File: src/common/dtc_defines.vh
// Constants of the dual timer/counter block: addresses, fields, resets, timing.
`ifndef DTC_DEFINES_VH
`define DTC_DEFINES_VH

// ----------------------------------------------------------------------------
// Special register addresses
// ----------------------------------------------------------------------------
`define DTC_SPACE_BASE      8'h80
`define DTC_ADDR_IRQ_CTRL   8'h88
`define DTC_ADDR_MODE_CFG   8'h89
`define DTC_ADDR_T0_LOW     8'h8A
`define DTC_ADDR_T1_LOW     8'h8B
`define DTC_ADDR_T0_HIGH    8'h8C
`define DTC_ADDR_T1_HIGH    8'h8D
`define DTC_UNIMPL_READ     8'hFF

// ----------------------------------------------------------------------------
// Control register fields
// ----------------------------------------------------------------------------
`define DTC_OVF1            7
`define DTC_RUN1            6
`define DTC_OVF0            5
`define DTC_RUN0            4
`define DTC_EXT1_FLAG       3
`define DTC_EXT1_TYPE       2
`define DTC_EXT0_FLAG       1
`define DTC_EXT0_TYPE       0

// ----------------------------------------------------------------------------
// Mode register fields (per nibble: gate, count source, mode[1:0])
// ----------------------------------------------------------------------------
`define DTC_GATE1           7
`define DTC_CT1             6
`define DTC_MODE1_HI        5
`define DTC_MODE1_LO        4
`define DTC_GATE0           3
`define DTC_CT0             2
`define DTC_MODE0_HI        1
`define DTC_MODE0_LO        0

`define DTC_MODE_PRESCALE   2'h0
`define DTC_MODE_FULL       2'h1
`define DTC_MODE_RELOAD     2'h2
`define DTC_MODE_SPLIT      2'h3

// ----------------------------------------------------------------------------
// Reset values
// ----------------------------------------------------------------------------
`define DTC_RST_IRQ_CTRL    8'h00
`define DTC_RST_MODE_CFG    8'h00
`define DTC_RST_COUNT       8'h00

// ----------------------------------------------------------------------------
// Internal tick divide ratios, in system clocks
// ----------------------------------------------------------------------------
`define DTC_DIV_FAST        4'h4
`define DTC_DIV_SLOW        4'hC

`endif

File: src/dtc_timer_top.v
// Dual timer/counter with external interrupt flags, on the special register space.
`include "dtc_defines.vh"

// Contract
// - Registers live in 80-FFh, direct access only
// - Control register supports single-bit writes
// - Unimplemented addresses and bits read one
// - Timer 1 overflow flag, acked, software writable
// - Timer 0 overflow flag, acked, software writable
// - Run bits switch each timer on/off
// - External flags: edge cleared on ack, level follows
// - Type bit: falling edge or low level
// - Gate bit requires pin high to count
// - Count source: internal tick or pin falls
// - Mode 0: 8-bit with 5-bit prescale
// - Mode 1: full 16-bit counter
// - Mode 2: low byte reloads from high
// - Mode 3 splits timer 0 in two
// - Timer 1 in mode 3 holds value
// - Count bytes individually read and written
// - Idle keeps timers and flags running
// - Power-down freezes all counting; flags change only by ack or write
// - Internal tick is clock/4 or clock/12
module dtc_timer_top (
  // Clock and reset
  input  wire       clock,
  input  wire       rst,
  // Byte access to the special register space
  input  wire [7:0] sfr_addr,
  input  wire       sfr_wr,
  input  wire       sfr_rd,
  input  wire [7:0] sfr_wdata,
  output reg  [7:0] sfr_rdata_q,
  // Bit access to the bit-addressable space
  input  wire [7:0] bit_addr,
  input  wire       bit_wr,
  input  wire       bit_rd,
  input  wire       bit_wdata,
  output reg        bit_rdata_q,
  // Pins
  input  wire       ext_irq_pin_zero,
  input  wire       ext_irq_pin_one,
  input  wire       t0_count_pin,
  input  wire       t1_count_pin,
  // Clock selection and power state
  input  wire       timer0_prescale_sel,
  input  wire       timer1_prescale_sel,
  input  wire       power_down_request,
  // Interrupt service acknowledges
  input  wire       timer0_irq_ack,
  input  wire       timer1_irq_ack,
  input  wire       ext0_irq_ack,
  input  wire       ext1_irq_ack,
  // Flags toward the interrupt controller
  output reg        timer0_overflow_flag,
  output reg        timer1_overflow_flag,
  output reg        ext0_event_flag,
  output reg        ext1_event_flag
);

  // --------------------------------------------------------------------------
  // Step function shared by both timers
  // --------------------------------------------------------------------------
  // Returns {overflow, high, low}; mode 3 is handled by the caller.
  function [16:0] dtc_step;
    input [1:0] mode;
    input [7:0] hi;
    input [7:0] lo;
    reg   [13:0] pre;
    reg   [16:0] full;
    reg   [8:0]  low;
    begin
      pre  = {1'b0, hi, lo[4:0]} + 14'h0001;
      full = {1'b0, hi, lo} + 17'h00001;
      low  = {1'b0, lo} + 9'h001;
      case (mode)
        `DTC_MODE_PRESCALE: dtc_step = {pre[13], pre[12:5], lo[7:5], pre[4:0]};
        `DTC_MODE_FULL:     dtc_step = full;
        `DTC_MODE_RELOAD:   dtc_step = {low[8], hi, (low[8] ? hi : low[7:0])};
        default:            dtc_step = {1'b0, hi, lo};
      endcase
    end
  endfunction

  // --------------------------------------------------------------------------
  // State
  // --------------------------------------------------------------------------
  reg  [7:0] timer_irq_control_q;
  reg  [7:0] timer_irq_control_d;
  reg  [7:0] timer_mode_config_q;
  reg  [7:0] tl0_q;
  reg  [7:0] tl0_d;
  reg  [7:0] th0_q;
  reg  [7:0] th0_d;
  reg  [7:0] tl1_q;
  reg  [7:0] tl1_d;
  reg  [7:0] th1_q;
  reg  [7:0] th1_d;
  reg  [3:0] sync1_q;
  reg  [3:0] sync2_q;
  reg  [3:0] prev_q;
  reg        ovf0;
  reg        ovf1;
  reg        ovf_split;
  reg  [8:0] split_lo;
  reg  [8:0] split_hi;
  reg  [7:0] sw_mask;
  reg  [7:0] sw_val;
  reg  [7:0] rd_mux;
  wire       tick0;
  wire       tick1;
  wire [3:0] falls;
  wire       ext_irq_pin_zero_s;
  wire       ext_irq_pin_one_s;
  wire [1:0] mode0;
  wire [1:0] mode1;
  wire       run0;
  wire       run1;
  wire       inc0;
  wire       inc1;
  wire       freeze;
  wire [16:0] step0;
  wire [16:0] step1;
  wire       timer_irq_control_bit_hit;

  // --------------------------------------------------------------------------
  // Pin synchronisers; bit order {t1 pin, t0 pin, ext_irq_pin_one, ext_irq_pin_zero}
  // --------------------------------------------------------------------------
  always @(posedge clock or posedge rst) begin
    if (rst) begin
      sync1_q <= 4'hF;
      sync2_q <= 4'hF;
      prev_q  <= 4'hF;
    end else begin
      sync1_q <= {t1_count_pin, t0_count_pin, ext_irq_pin_one, ext_irq_pin_zero};
      sync2_q <= sync1_q;
      prev_q  <= sync2_q;
    end
  end

  assign falls  = prev_q & ~sync2_q;
  assign ext_irq_pin_zero_s = sync2_q[0];
  assign ext_irq_pin_one_s = sync2_q[1];

  // --------------------------------------------------------------------------
  // Tick generation and count enables
  // --------------------------------------------------------------------------
  // Idle has no input here: the block runs on the ungated clock.
  assign freeze = power_down_request;

  dtc_prescale u_pre0 (
    .clock    (clock),
    .rst      (rst),
    .sel_fast (timer0_prescale_sel),
    .freeze   (freeze),
    .tick_q   (tick0)
  );

  dtc_prescale u_pre1 (
    .clock    (clock),
    .rst      (rst),
    .sel_fast (timer1_prescale_sel),
    .freeze   (freeze),
    .tick_q   (tick1)
  );

  assign mode0 = timer_mode_config_q[`DTC_MODE0_HI:`DTC_MODE0_LO];
  assign mode1 = timer_mode_config_q[`DTC_MODE1_HI:`DTC_MODE1_LO];
  assign run0  = timer_irq_control_q[`DTC_RUN0] & (~timer_mode_config_q[`DTC_GATE0] | ext_irq_pin_zero_s);
  assign run1  = timer_irq_control_q[`DTC_RUN1] & (~timer_mode_config_q[`DTC_GATE1] | ext_irq_pin_one_s);
  assign inc0  = run0 & (timer_mode_config_q[`DTC_CT0] ? falls[2] : tick0);
  assign inc1  = run1 & (timer_mode_config_q[`DTC_CT1] ? falls[3] : tick1);
  assign step0 = dtc_step(mode0, th0_q, tl0_q);
  assign step1 = dtc_step(mode1, th1_q, tl1_q);

  // --------------------------------------------------------------------------
  // Counter next state
  // --------------------------------------------------------------------------
  // A software write to a count byte wins over a count in the same cycle.
  always @* begin
    tl0_d     = tl0_q;
    th0_d     = th0_q;
    tl1_d     = tl1_q;
    th1_d     = th1_q;
    ovf0      = 1'b0;
    ovf1      = 1'b0;
    ovf_split = 1'b0;
    split_lo  = {1'b0, tl0_q} + 9'h001;
    split_hi  = {1'b0, th0_q} + 9'h001;
    if (!freeze) begin
      if (mode0 == `DTC_MODE_SPLIT) begin
        if (inc0) begin
          tl0_d = split_lo[7:0];
          ovf0  = split_lo[8];
        end
        // The high half is a timer only, enabled by the timer 1 run bit.
        if (timer_irq_control_q[`DTC_RUN1] & tick0) begin
          th0_d     = split_hi[7:0];
          ovf_split = split_hi[8];
        end
      end else if (inc0) begin
        {ovf0, th0_d, tl0_d} = step0;
      end
      if ((mode1 != `DTC_MODE_SPLIT) && inc1) begin
        {ovf1, th1_d, tl1_d} = step1;
      end
    end
    if (sfr_wr) begin
      case (sfr_addr)
        `DTC_ADDR_T0_LOW:  tl0_d = sfr_wdata;
        `DTC_ADDR_T1_LOW:  tl1_d = sfr_wdata;
        `DTC_ADDR_T0_HIGH: th0_d = sfr_wdata;
        `DTC_ADDR_T1_HIGH: th1_d = sfr_wdata;
        default: begin
        end
      endcase
    end
  end

  // --------------------------------------------------------------------------
  // Control register next state
  // --------------------------------------------------------------------------
  assign timer_irq_control_bit_hit = (bit_addr[7:3] == `DTC_ADDR_IRQ_CTRL >> 3);

  always @* begin
    sw_mask = 8'h00;
    sw_val  = 8'h00;
    if (sfr_wr && (sfr_addr == `DTC_ADDR_IRQ_CTRL)) begin
      sw_mask = 8'hFF;
      sw_val  = sfr_wdata;
    end else if (bit_wr && timer_irq_control_bit_hit) begin
      sw_mask = 8'h01 << bit_addr[2:0];
      sw_val  = {8{bit_wdata}};
    end
    timer_irq_control_d = (timer_irq_control_q & ~sw_mask) | (sw_val & sw_mask);
    // Acknowledge clears first so that a coincident hardware set wins.
    if (timer1_irq_ack) begin
      timer_irq_control_d[`DTC_OVF1] = 1'b0;
    end
    if (timer0_irq_ack) begin
      timer_irq_control_d[`DTC_OVF0] = 1'b0;
    end
    if (mode0 == `DTC_MODE_SPLIT ? ovf_split : ovf1) begin
      timer_irq_control_d[`DTC_OVF1] = 1'b1;
    end
    if (ovf0) begin
      timer_irq_control_d[`DTC_OVF0] = 1'b1;
    end
    if (timer_irq_control_q[`DTC_EXT0_TYPE]) begin
      if (ext0_irq_ack) begin
        timer_irq_control_d[`DTC_EXT0_FLAG] = 1'b0;
      end
      if (falls[0] && !freeze) begin
        timer_irq_control_d[`DTC_EXT0_FLAG] = 1'b1;
      end
    end else if (!freeze) begin
      timer_irq_control_d[`DTC_EXT0_FLAG] = ~ext_irq_pin_zero_s;
    end
    if (timer_irq_control_q[`DTC_EXT1_TYPE]) begin
      if (ext1_irq_ack) begin
        timer_irq_control_d[`DTC_EXT1_FLAG] = 1'b0;
      end
      if (falls[1] && !freeze) begin
        timer_irq_control_d[`DTC_EXT1_FLAG] = 1'b1;
      end
    end else if (!freeze) begin
      timer_irq_control_d[`DTC_EXT1_FLAG] = ~ext_irq_pin_one_s;
    end
  end

  // --------------------------------------------------------------------------
  // Read multiplexer
  // --------------------------------------------------------------------------
  always @* begin
    case (sfr_addr)
      `DTC_ADDR_IRQ_CTRL: rd_mux = timer_irq_control_q;
      `DTC_ADDR_MODE_CFG: rd_mux = timer_mode_config_q;
      `DTC_ADDR_T0_LOW:   rd_mux = tl0_q;
      `DTC_ADDR_T1_LOW:   rd_mux = tl1_q;
      `DTC_ADDR_T0_HIGH:  rd_mux = th0_q;
      `DTC_ADDR_T1_HIGH:  rd_mux = th1_q;
      default:            rd_mux = `DTC_UNIMPL_READ;
    endcase
  end

  // --------------------------------------------------------------------------
  // Registers
  // --------------------------------------------------------------------------
  always @(posedge clock or posedge rst) begin
    if (rst) begin
      timer_irq_control_q               <= `DTC_RST_IRQ_CTRL;
      timer_mode_config_q               <= `DTC_RST_MODE_CFG;
      tl0_q                <= `DTC_RST_COUNT;
      th0_q                <= `DTC_RST_COUNT;
      tl1_q                <= `DTC_RST_COUNT;
      th1_q                <= `DTC_RST_COUNT;
      sfr_rdata_q          <= `DTC_UNIMPL_READ;
      bit_rdata_q          <= 1'b1;
      timer0_overflow_flag <= 1'b0;
      timer1_overflow_flag <= 1'b0;
      ext0_event_flag      <= 1'b0;
      ext1_event_flag      <= 1'b0;
    end else begin
      timer_irq_control_q               <= timer_irq_control_d;
      tl0_q                <= tl0_d;
      th0_q                <= th0_d;
      tl1_q                <= tl1_d;
      th1_q                <= th1_d;
      timer0_overflow_flag <= timer_irq_control_d[`DTC_OVF0];
      timer1_overflow_flag <= timer_irq_control_d[`DTC_OVF1];
      ext0_event_flag      <= timer_irq_control_d[`DTC_EXT0_FLAG];
      ext1_event_flag      <= timer_irq_control_d[`DTC_EXT1_FLAG];
      if (sfr_wr && (sfr_addr == `DTC_ADDR_MODE_CFG)) begin
        timer_mode_config_q <= sfr_wdata;
      end
      if (sfr_rd) begin
        sfr_rdata_q <= rd_mux;
      end
      if (bit_rd) begin
        bit_rdata_q <= timer_irq_control_bit_hit ? timer_irq_control_q[bit_addr[2:0]] : 1'b1;
      end
    end
  end

endmodule // dtc_timer_top

File: src/dtc_prescale.v
// Internal tick generator: system clock divided by 4 or by 12.
`include "dtc_defines.vh"

module dtc_prescale (
  // Clock and reset
  input  wire clock,
  input  wire rst,
  // Control
  input  wire sel_fast,
  input  wire freeze,
  // Tick
  output reg  tick_q
);

  reg  [3:0] count_q;
  wire [3:0] limit;

  assign limit = sel_fast ? (`DTC_DIV_FAST - 4'h1) : (`DTC_DIV_SLOW - 4'h1);

  always @(posedge clock or posedge rst) begin
    if (rst) begin
      count_q <= 4'h0;
      tick_q  <= 1'b0;
    end else if (freeze) begin
      tick_q  <= 1'b0;
    end else if (count_q >= limit) begin
      count_q <= 4'h0;
      tick_q  <= 1'b1;
    end else begin
      count_q <= count_q + 4'h1;
      tick_q  <= 1'b0;
    end
  end

endmodule // dtc_prescale

File: config.mk
export PLATFORM = sky130hd
export DESIGN_NAME = dtc_timer_top
export DESIGN_NICKNAME = d
export VERILOG_FILES = /design/src/dtc_timer_top.v /design/src/dtc_prescale.v
export VERILOG_INCLUDE_DIRS = /design/src /design/src/common
export SDC_FILE = /design/constraint.sdc
export NUM_CORES = 1
export LEC_CHECK = 0
export BUFFER_PORTS_ARGS = -buffer_cell sky130_fd_sc_hd__buf_2
export CORE_ASPECT_RATIO = 1.1
export CORE_MARGIN = 8
export CORE_UTILIZATION = 60
export DETAILED_ROUTE_END_ITERATION = 16
export HOLD_SLACK_MARGIN = 0.02
export PLACE_DENSITY = 0.91
export SETUP_SLACK_MARGIN = 0.1
export SYNTH_ARGS = -nofsm -noshare
export SYNTH_HDL_FRONTEND = slang
export SYNTH_SLANG_ARGS = --single-unit
File: constraint.sdc
create_clock -name clock -period 2.7 [get_ports clock]
set_input_delay 0.405 -clock clock [delete_from_list [all_inputs] [get_ports clock]]
set_output_delay 0.405 -clock clock [all_outputs]
set_load 0.005 [all_outputs]
---- Yosys cells after proc, flatten, opt, wreduce, memory -nomap -nowiden ----
Index checks and enable logic that the tools add are counted.
operators by class
  shift-type cells ........................ 1
  reductions and logical operators ........ 9
  magnitude comparators ................... 3
  $add $sub $neg .......................... 9
  multiplexer cells ....................... 63
  bitwise logic cells ..................... 17
  equal/unequal tests ..................... 13
operators by type and width
  kind                                                                          number
  8-bit two-way mux                                                             26
  17-bit one-hot mux with 3 select lines                                        2
  8-bit == test, second input constant                                          6
  8-bit one-hot mux with 6 select lines                                         1
  16-bit by 1-bit adder with 17-bit output, second input constant               2
  1-bit two-way mux                                                             29
  13-bit by 1-bit adder with 14-bit output, second input constant               2
  8-bit by 1-bit adder with 9-bit output, second input constant                 3
  8-bit AND                                                                     2
  4-bit two-way mux                                                             4
  4-bit by 1-bit adder with 4-bit output, second input constant                 2
  4-bit greater-or-equal comparator                                             2
  8-bit NOT                                                                     1
  8-bit bitwise OR                                                              1
  1-bit by 3-bit << shifter with 8-bit output, first input constant             1
  2-bit == test, second input constant                                          3
  1-bit logical AND                                                             6
  1-bit AND                                                                     5
  5-bit == test, second input constant                                          1
  4-bit AND                                                                     1
  2-bit by 1-bit == test with 1-bit output, second input constant               2
  2-bit zero test                                                               2
  3-bit by 4-bit less-than comparator with 1-bit output, second input constant  1
  1-bit NOT                                                                     4
  5 further kinds                                                               6
word-level totals
  output and inout bits ................... 13
  register bits ........................... 83
  word-level logic and storage cells ...... 134
  input bits .............................. 42

---- Longest topological paths before layout ----
Gate-level depths: netlist of the first run.
  depth after elaboration ................. 10
  gate-level depth with buffers ........... 9
  depth with buffers taken out ............ 7

---- Modules after synthesis ----
Synthesis of the first run repeated with hierarchy kept, for this count alone.
second synthesis, totals
  cells, all modules ...................... 590
  area, all modules ....................... 5220.0 µm²
modules (own cells, without submodules)
  module         area each (µm²)  cells each  times used
  dtc_timer_top  4674.5           536         1
  dtc_prescale   272.8            27          2

---- Worst setup path after synthesis of the first run ----
OpenSTA, ideal clock, no wires.
  path type ............................... register to register
  start point ............................. register tl0_q[0]
  end point ............................... register th0_q[6]
  setup slack ............................. 0.552 ns
  library setup time ...................... 0.125 ns
  path buffers ............................ 0
  arrival ................................. 2.024 ns
  cell stages (with the launch flop) ...... 8
  cells stage by stage .................... dfrtp_1 -> ha_1 -> nand4_1 -> or2_1 -> a211o_1 -> a2111oi_4 -> xor2_1 -> mux2_2
between the ends
  word-level cells in the longest chain between the ends .. 7
  elaborated cells between the ends (all ways) .. 8
  classes of those cells .................. 2 x add/sub; 6 x mux
ends and longest elaborated chain
  element                                                                                               RTL line                                RTL
  start: declaration                                                                                    dtc_timer_top.v:91                      reg [7:0] tl0_q;
  start signal: assignment                                                                              dtc_timer_top.v:293                     tl0_q <= `DTC_RST_COUNT;
  start signal: assignment                                                                              dtc_timer_top.v:305                     tl0_q <= tl0_d;
  16-bit by 1-bit adder with 17-bit output or 13-bit by 1-bit adder with 14-bit output (tied branches)  dtc_timer_top.v:74, dtc_timer_top.v:73
  17-bit one-hot mux with 3 select lines (*)                                                            dtc_timer_top.v:76                      case (mode)
  8-bit two-way mux (*)                                                                                 dtc_timer_top.v:201                     end else if (inc0) begin
  8-bit two-way mux (*)                                                                                 dtc_timer_top.v:191                     if (mode0 == `DTC_MODE_SPLIT) begin
  8-bit two-way mux (*)                                                                                 dtc_timer_top.v:190                     if (!freeze) begin
  8-bit two-way mux                                                                                     dtc_timer_top.v:209                     case (sfr_addr)
  8-bit two-way mux (*)                                                                                 dtc_timer_top.v:208                     if (sfr_wr) begin
  net th0_d[6]                                                                                          dtc_timer_top.v:94                      reg [7:0] th0_d;
  end signal: assignment                                                                                dtc_timer_top.v:294                     th0_q <= `DTC_RST_COUNT;
  end signal: assignment                                                                                dtc_timer_top.v:306                     th0_q <= th0_d;
  end: declaration                                                                                      dtc_timer_top.v:93                      reg [7:0] th0_q;
Mark *: on every way through the listed nets, which the timed path passes. The rest lies on a longest branch.
A chain may end at the register's enable or synchronous reset.

---- Final worst setup path of the first run ----
Ends and elaborated chain as after synthesis.

==> impl_metrics.ini, run 1 <==
[die]
io_pins = 55
initial_core_util_pct = 60.42
fp.dieH_um = 114.1
core_mm2 = 0.008693
design.die.area_mm2 = 0.01201
die-width_um = 105.2
rows = 36

[sta]
rsz0062_at_grt = no
min_period_ns = 2.370
holdWs_ns = 0.1181
clock_skew_ns = 0.01677
finalHoldViolations = 0
slew_headroom_pct = 48.82
report.final.slew_viol_count = 0
finalSetupViolCount = 0
fin_tns_setup_ns = 0
fmax_mhz = 422.0
finalCritPeriodShare_pct = 87.77
max_slew.worst_pin.slew_ns = 0.7669

[setup_path]
rr_startpoint = tl0_q[0]
crit_path_end_kind = register
worst_path_largest_cell_delay_ns = 0.45
r2r-end = th0_q[6]
cp_max_fo = 7
path_buf_inv = 0
critPathLaunch = tl0_q[0]
endpoint = th0_q[6]
cp-start-kind = register
cp_cell_sequence = ha_1, nand4_1, or2_1, a211o_1, a2111oi_4, xor2_1, mux2_2
crit_type = reg -> reg
cp.arrival_ns = 2.62
crit_required_ns = 2.95
r2r_slack_ns = 0.33
crit_family = compound AO/OA/AOI/OAI gates
r2r_cells = 7
crit_slowest_cell = dfrtp_1
path_depth = 7

[clock_network]
postCtsHoldBufs = 0
clk_pin_slew_ns = 0.11
cts_setup_buffers = 0
h-tree-depth = 3
clkLatencyLatePin_ns = 0.37
cts_root_buf = clkbuf_8
cts_buffer_depth = 2
clock-sinks = 79
cts_resized = 0
cts_tree = done
cts_buffers = 9

[synth]
synth_flop_cell = dfrtp_1
async_reset_ff_share_pct = 100.0
yosysMostFrequentCell = nor2_1
yosys-top-cells-area = dfrtp_1 (28%), dfstp_2 (11%), nor2_1 (5.8%)
synth-seq-area-share_pct = 38.14
ys_types = 70
ys_ff_latch = 79
synth_area_mm2 = 0.005253
synth_top_area_share_pct = 27.63
yosysTopAreaCell = dfrtp_1
ys_warn_count = 0
synth_edf_count = 0
synth_common_cells = nor2_1 (81), nand2_1 (65), dfrtp_1 (58)
avgSynthCellArea_um2 = 8.364
syn_nets = 677
synthCells = 628

[cells_and_area]
drive_above_1_share_pct = 18.48
final_core_util_pct = 66.52
n_antenna_cell = 0
stdcell_area_mm2 = 0.005783
area_growth_pct = 10.10
nNetsFinal = 715

[detailed_routing]
first_pass_iters = 5
drc = 0
drt_iter0_markers = 452
routed_via_density = 6.657
avgRoutedWirePerCell_um = 20.55
finalWirelength_mm = 16.13
vias = 5226
antenna_left = 0

[placed_design]
postPlaceCellArea_mm2 = 0.005590
io_buffers = 54
post-dp-hpwl_mm = 11.51
place_congestion = 0.9463

[pwr]
p_leak_nw = 2.393
ir_drop_v = 0.0004348
powerDensity_mw_per_mm2 = 555.9

[grt]
antenna_found_initial = 0
grt_max_degree = 42
grt_pass1_wl_mm = 25.81
grt_pass1_vias = 5075
overflow = 0
track_usage_pct = 26.78

[min_path]
hold_path_class = in -> async

[run_status]
outcome = complete, no violations

[job]
cap_violations = 0
==> cells by family after synthesis <==
| logic type | Yosys count | share of synthesized area, % |
|---|---|---|
| AND/OR/NAND/NOR | 270 | 24.99 |
| AO/OA/AOI/OAI | 183 | 22.75 |
| adder cells (fa/ha/maj) | 7 | 1.667 |
| multiplexers | 32 | 6.789 |
| buffers and inverters | 46 | 3.835 |
| flip-flops | 79 | 38.14 |
| XOR/XNOR | 11 | 1.834 |
==> flip-flops by register name (all words and copies together), names as in the netlist, named ones only <==
signal                cells
th1_q                     8
tl0_q                     8
timer1_overflow_flag      1
sync2_q                   4
timer_irq_control_q       3
u_pre1.tick_q             1
tl1_q                     8
u_pre0.tick_q             1
sync1_q                   4
u_pre1.count_q            4
prev_q                    4
timer_mode_config_q       8
th0_q                     8
u_pre0.count_q            4
bit_rdata_q               1
sfr_rdata_q               8
==> cell type report <==
cell class,instances,area (um2)
clock buffer,9,123.9
multi-input combinational,503,3048
fill,721,2910
inverter,8,31.28
timing repair buffer,65,365.4
clock inverter,7,68.82
tap,114,142.6
sequential,79,2003
==> metrics by stage <==
step / setup WS [ns] / std cells / power [mW]
2_1_floorplan: 0.3064 / 628 / 2.056
3_3_place_gp: 0.4161 / 769 / 2.252
3_5_place_dp: 0.3693 / 769 / 2.307
4_1_cts: 0.3583 / 785 / 3.205
5_1_grt: 0.1787 / 785 / 3.375
6_report: 0.3301 / 785 / 3.215
==> layout by cell type (no fill, tap or decap), types with 13 or more instances in the layout <==
cell / synthesis / layout
mux2i_1: 21 / 21
a31oi_1: 15 / 15
nor3_1: 15 / 15
a21oi_1: 49 / 49
nor2_1: 81 / 81
dfrtp_1: 58 / 58
nand4_1: 14 / 14
nor2b_1: 13 / 13
buf_2: 8 / 54
nand2_1: 65 / 65
o21ai_0: 43 / 43
nand3_1: 29 / 29
dfstp_2: 21 / 21
==> worst register-to-register path, stage by stage (launching register included) <==
cell       delay (ns)
dfrtp_1          0.45
ha_1             0.25
nand4_1          0.25
or2_1            0.34
a211o_1          0.30
a2111oi_4        0.30
xor2_1           0.11
mux2_2           0.27
==> layer usage <==
layer	vias to the layer above	part of all wire [%]	track usage, %	wire length, um
met3	69	8.5	4.617	1375
met2	301	48	44.10	7734
li1	2387	-	-	-
met1	2469	39	32.16	6219
met5	-	0	0	0
met4	0	5.0	16.10	803
==> worst min path at each step <==
stage	to	start	depth (start not counted)	slack, ns
2_1_floorplan	sync2_q[0]	sync1_q[0]	0	0.35
3_3_place_gp	sync2_q[0]	sync1_q[0]	0	0.35
3_5_place_dp	sync2_q[3]	sync1_q[3]	0	0.35
4_1_cts	sync1_q[0]	ext_irq_pin_zero	1	0.11
5_1_grt	sync1_q[0]	ext_irq_pin_zero	1	0.10
6_report	async pin	rst	2	0.12
==> power breakdown <==
part           internal [mW]  switching, mW
Combinational          0.308          0.375
Clock                  0.367          0.533
Sequential              1.36          0.271
Total                   2.04           1.18
No activity file was read; power rests on OpenSTA's default activity.
==> run 2, diff against run 1 <==
--- a/config.mk
+++ b/config.mk
@@ -13,6 +13,7 @@
 export DETAILED_ROUTE_END_ITERATION = 16
 export HOLD_SLACK_MARGIN = 0.02
 export PLACE_DENSITY = 0.91
+export RECOVER_POWER = 50
 export SETUP_SLACK_MARGIN = 0.1
 export SYNTH_ARGS = -nofsm -noshare
 export SYNTH_HDL_FRONTEND = slang
==> impl_metrics.ini, run 2 (synthesis gave the netlist of run 1 again) <==
[sta]
report.final.slew_viol_count = 42
finalCritPeriodShare_pct = 87.78
fin_tns_setup_ns = 0
fmax_mhz = 421.9
clock_skew_ns = 0.01700
finalWorstSetupSlack_ns = 0.3299
slew_headroom_pct = -18.10
min_period_ns = 2.370
finalHoldViolations = 0
rsz0062_at_grt = no
holdWs_ns = 0.1208
max_slew.worst_pin.slew_ns = 1.762
finalSetupViolCount = 0

[detailed_routing]
routed_via_density = 6.595
avgRoutedWirePerCell_um = 20.49
wl_met1_mm = 6.247
antenna_left = 0
vias = 5177
dr_wl_met2_mm = 7.848
drt_iter0_markers = 443
drc = 0
first_pass_iters = 5
dr.max_layer_used = met4
met3_length_mm = 1.273
finalWirelength_mm = 16.09

[cells_and_area]
nNetsFinal = 715
area_growth_pct = 9.814
n_antenna_cell = 0
multiInputGateArea_mm2 = 0.003048
final_core_util_pct = 66.35
drive_above_1_share_pct = 18.18
layout_common_cells = nor2_1 (81), nand2_1 (65), dfrtp_1 (58), buf_2 (54), a21oi_1 (49)
stdcell_area_mm2 = 0.005768
final_cells = 785
final_common_cell = nor2_1
seq_area_mm2 = 0.002003
nFillCells = 723

[setup_path]
cp_max_fo = 7
cp.arrival_ns = 2.62
crit_required_ns = 2.95
r2r_cells = 7
crit_path_end_kind = register
cp-start-kind = register
crit_type = reg -> reg

[placed_design]
post-dp-hpwl_mm = 11.51
io_buffers = 54
place_congestion = 0.9463
dp_cells = 769
preCtsSetupSlack_ns = 0.3693
postPlaceCellArea_mm2 = 0.005590

[pwr]
pwr-share-clk_pct = 28.1
sequentialPowerShare_pct = 50.8
combPwrFrac_pct = 21.2
finalPower_mw = 3.207
powerDensity_mw_per_mm2 = 556.0
p_leak_nw = 2.383
ir_drop_v = 0.0004342
sw_frac_of_total_pct = 36.63
p_switching_mw = 1.175
p_int_mw = 2.032

[clock_network]
clk_pin_slew_ns = 0.11
clkLatencyLatePin_ns = 0.37
clock-sinks = 79
cts_tree = done
cts_buffers = 9
cts_setup_buffers = 0
cts_buffer_depth = 2
cts_root_buf = clkbuf_8
postCtsHoldBufs = 0
cts_resized = 0
h-tree-depth = 3

[die]
io_pins = 55
rows = 36
design.die.area_mm2 = 0.01201
core_mm2 = 0.008693
fp.dieH_um = 114.1
initial_core_util_pct = 60.42
die-width_um = 105.2

[min_path]
hold_path_class = in -> reg
hold_depth = 1

[grt]
grt_pass1_wl_mm = 25.81
overflow = 0
track_usage_pct = 26.78
antenna_found_initial = 0
grt_pass1_vias = 5075
grt_max_degree = 42

[job]
cap_violations = 1

[run_status]
violations = capacitance limit, slew limit
outcome = complete, but fails checks
## run 2: path summary, 6_finish.rpt
path | slack [ns] | start | end
min in group asynchronous | 0.45 | rst | async pin
hold reg to reg | 0.36 | sync1_q[3] | sync2_q[3]
setup / recovery | 0.33 | tl0_q[0] | th0_q[6]
max in group asynchronous | 0.56 | rst | th1_q[1]
hold / removal | 0.12 | ext_irq_pin_zero | sync1_q[0]
setup reg to reg | 0.33 | tl0_q[0] | th0_q[6]
## run 2: worst max-delay path, cell delays in order (launching register included)
cell and delay [ns]:
dfrtp_1 0.45, ha_1 0.25, nand4_1 0.25, or2_1 0.34, a211o_1 0.30, a2111oi_4 0.30, xor2_1 0.11, mux2_2 0.27
## run 2: power by group through the flow
stage / Combinational (mW) / Sequential (mW) / Clock [mW]
finish: 0.678 / 1.63 / 0.900
CTS: 0.678 / 1.62 / 0.911
global placement: 0.632 / 1.62 / 0
floorplan: 0.546 / 1.51 / 0
detailed placement: 0.671 / 1.64 / 0
global route: 0.770 / 1.65 / 0.950
## run 2: layer usage
| layer | vias to the layer above | global-route usage [%] |
|---|---|---|
| met2 | 269 | 44.10 |
| met5 | - | 0 |
| li1 | 2386 | - |
| met1 | 2466 | 32.16 |
| met4 | 0 | 16.10 |
| met3 | 56 | 4.617 |
## run 2: area by class of cell
| cell class | count | share of cell area [%] |
|---|---|---|
| Multi-Input combinational cell | 503 | 52.84 |
| Sequential cell | 79 | 34.73 |
| Timing Repair Buffer | 65 | 6.074 |
| Tap cell | 114 | 2.473 |
| Clock buffer | 9 | 2.148 |
| Clock inverter | 7 | 1.193 |
| Inverter | 8 | 0.5423 |
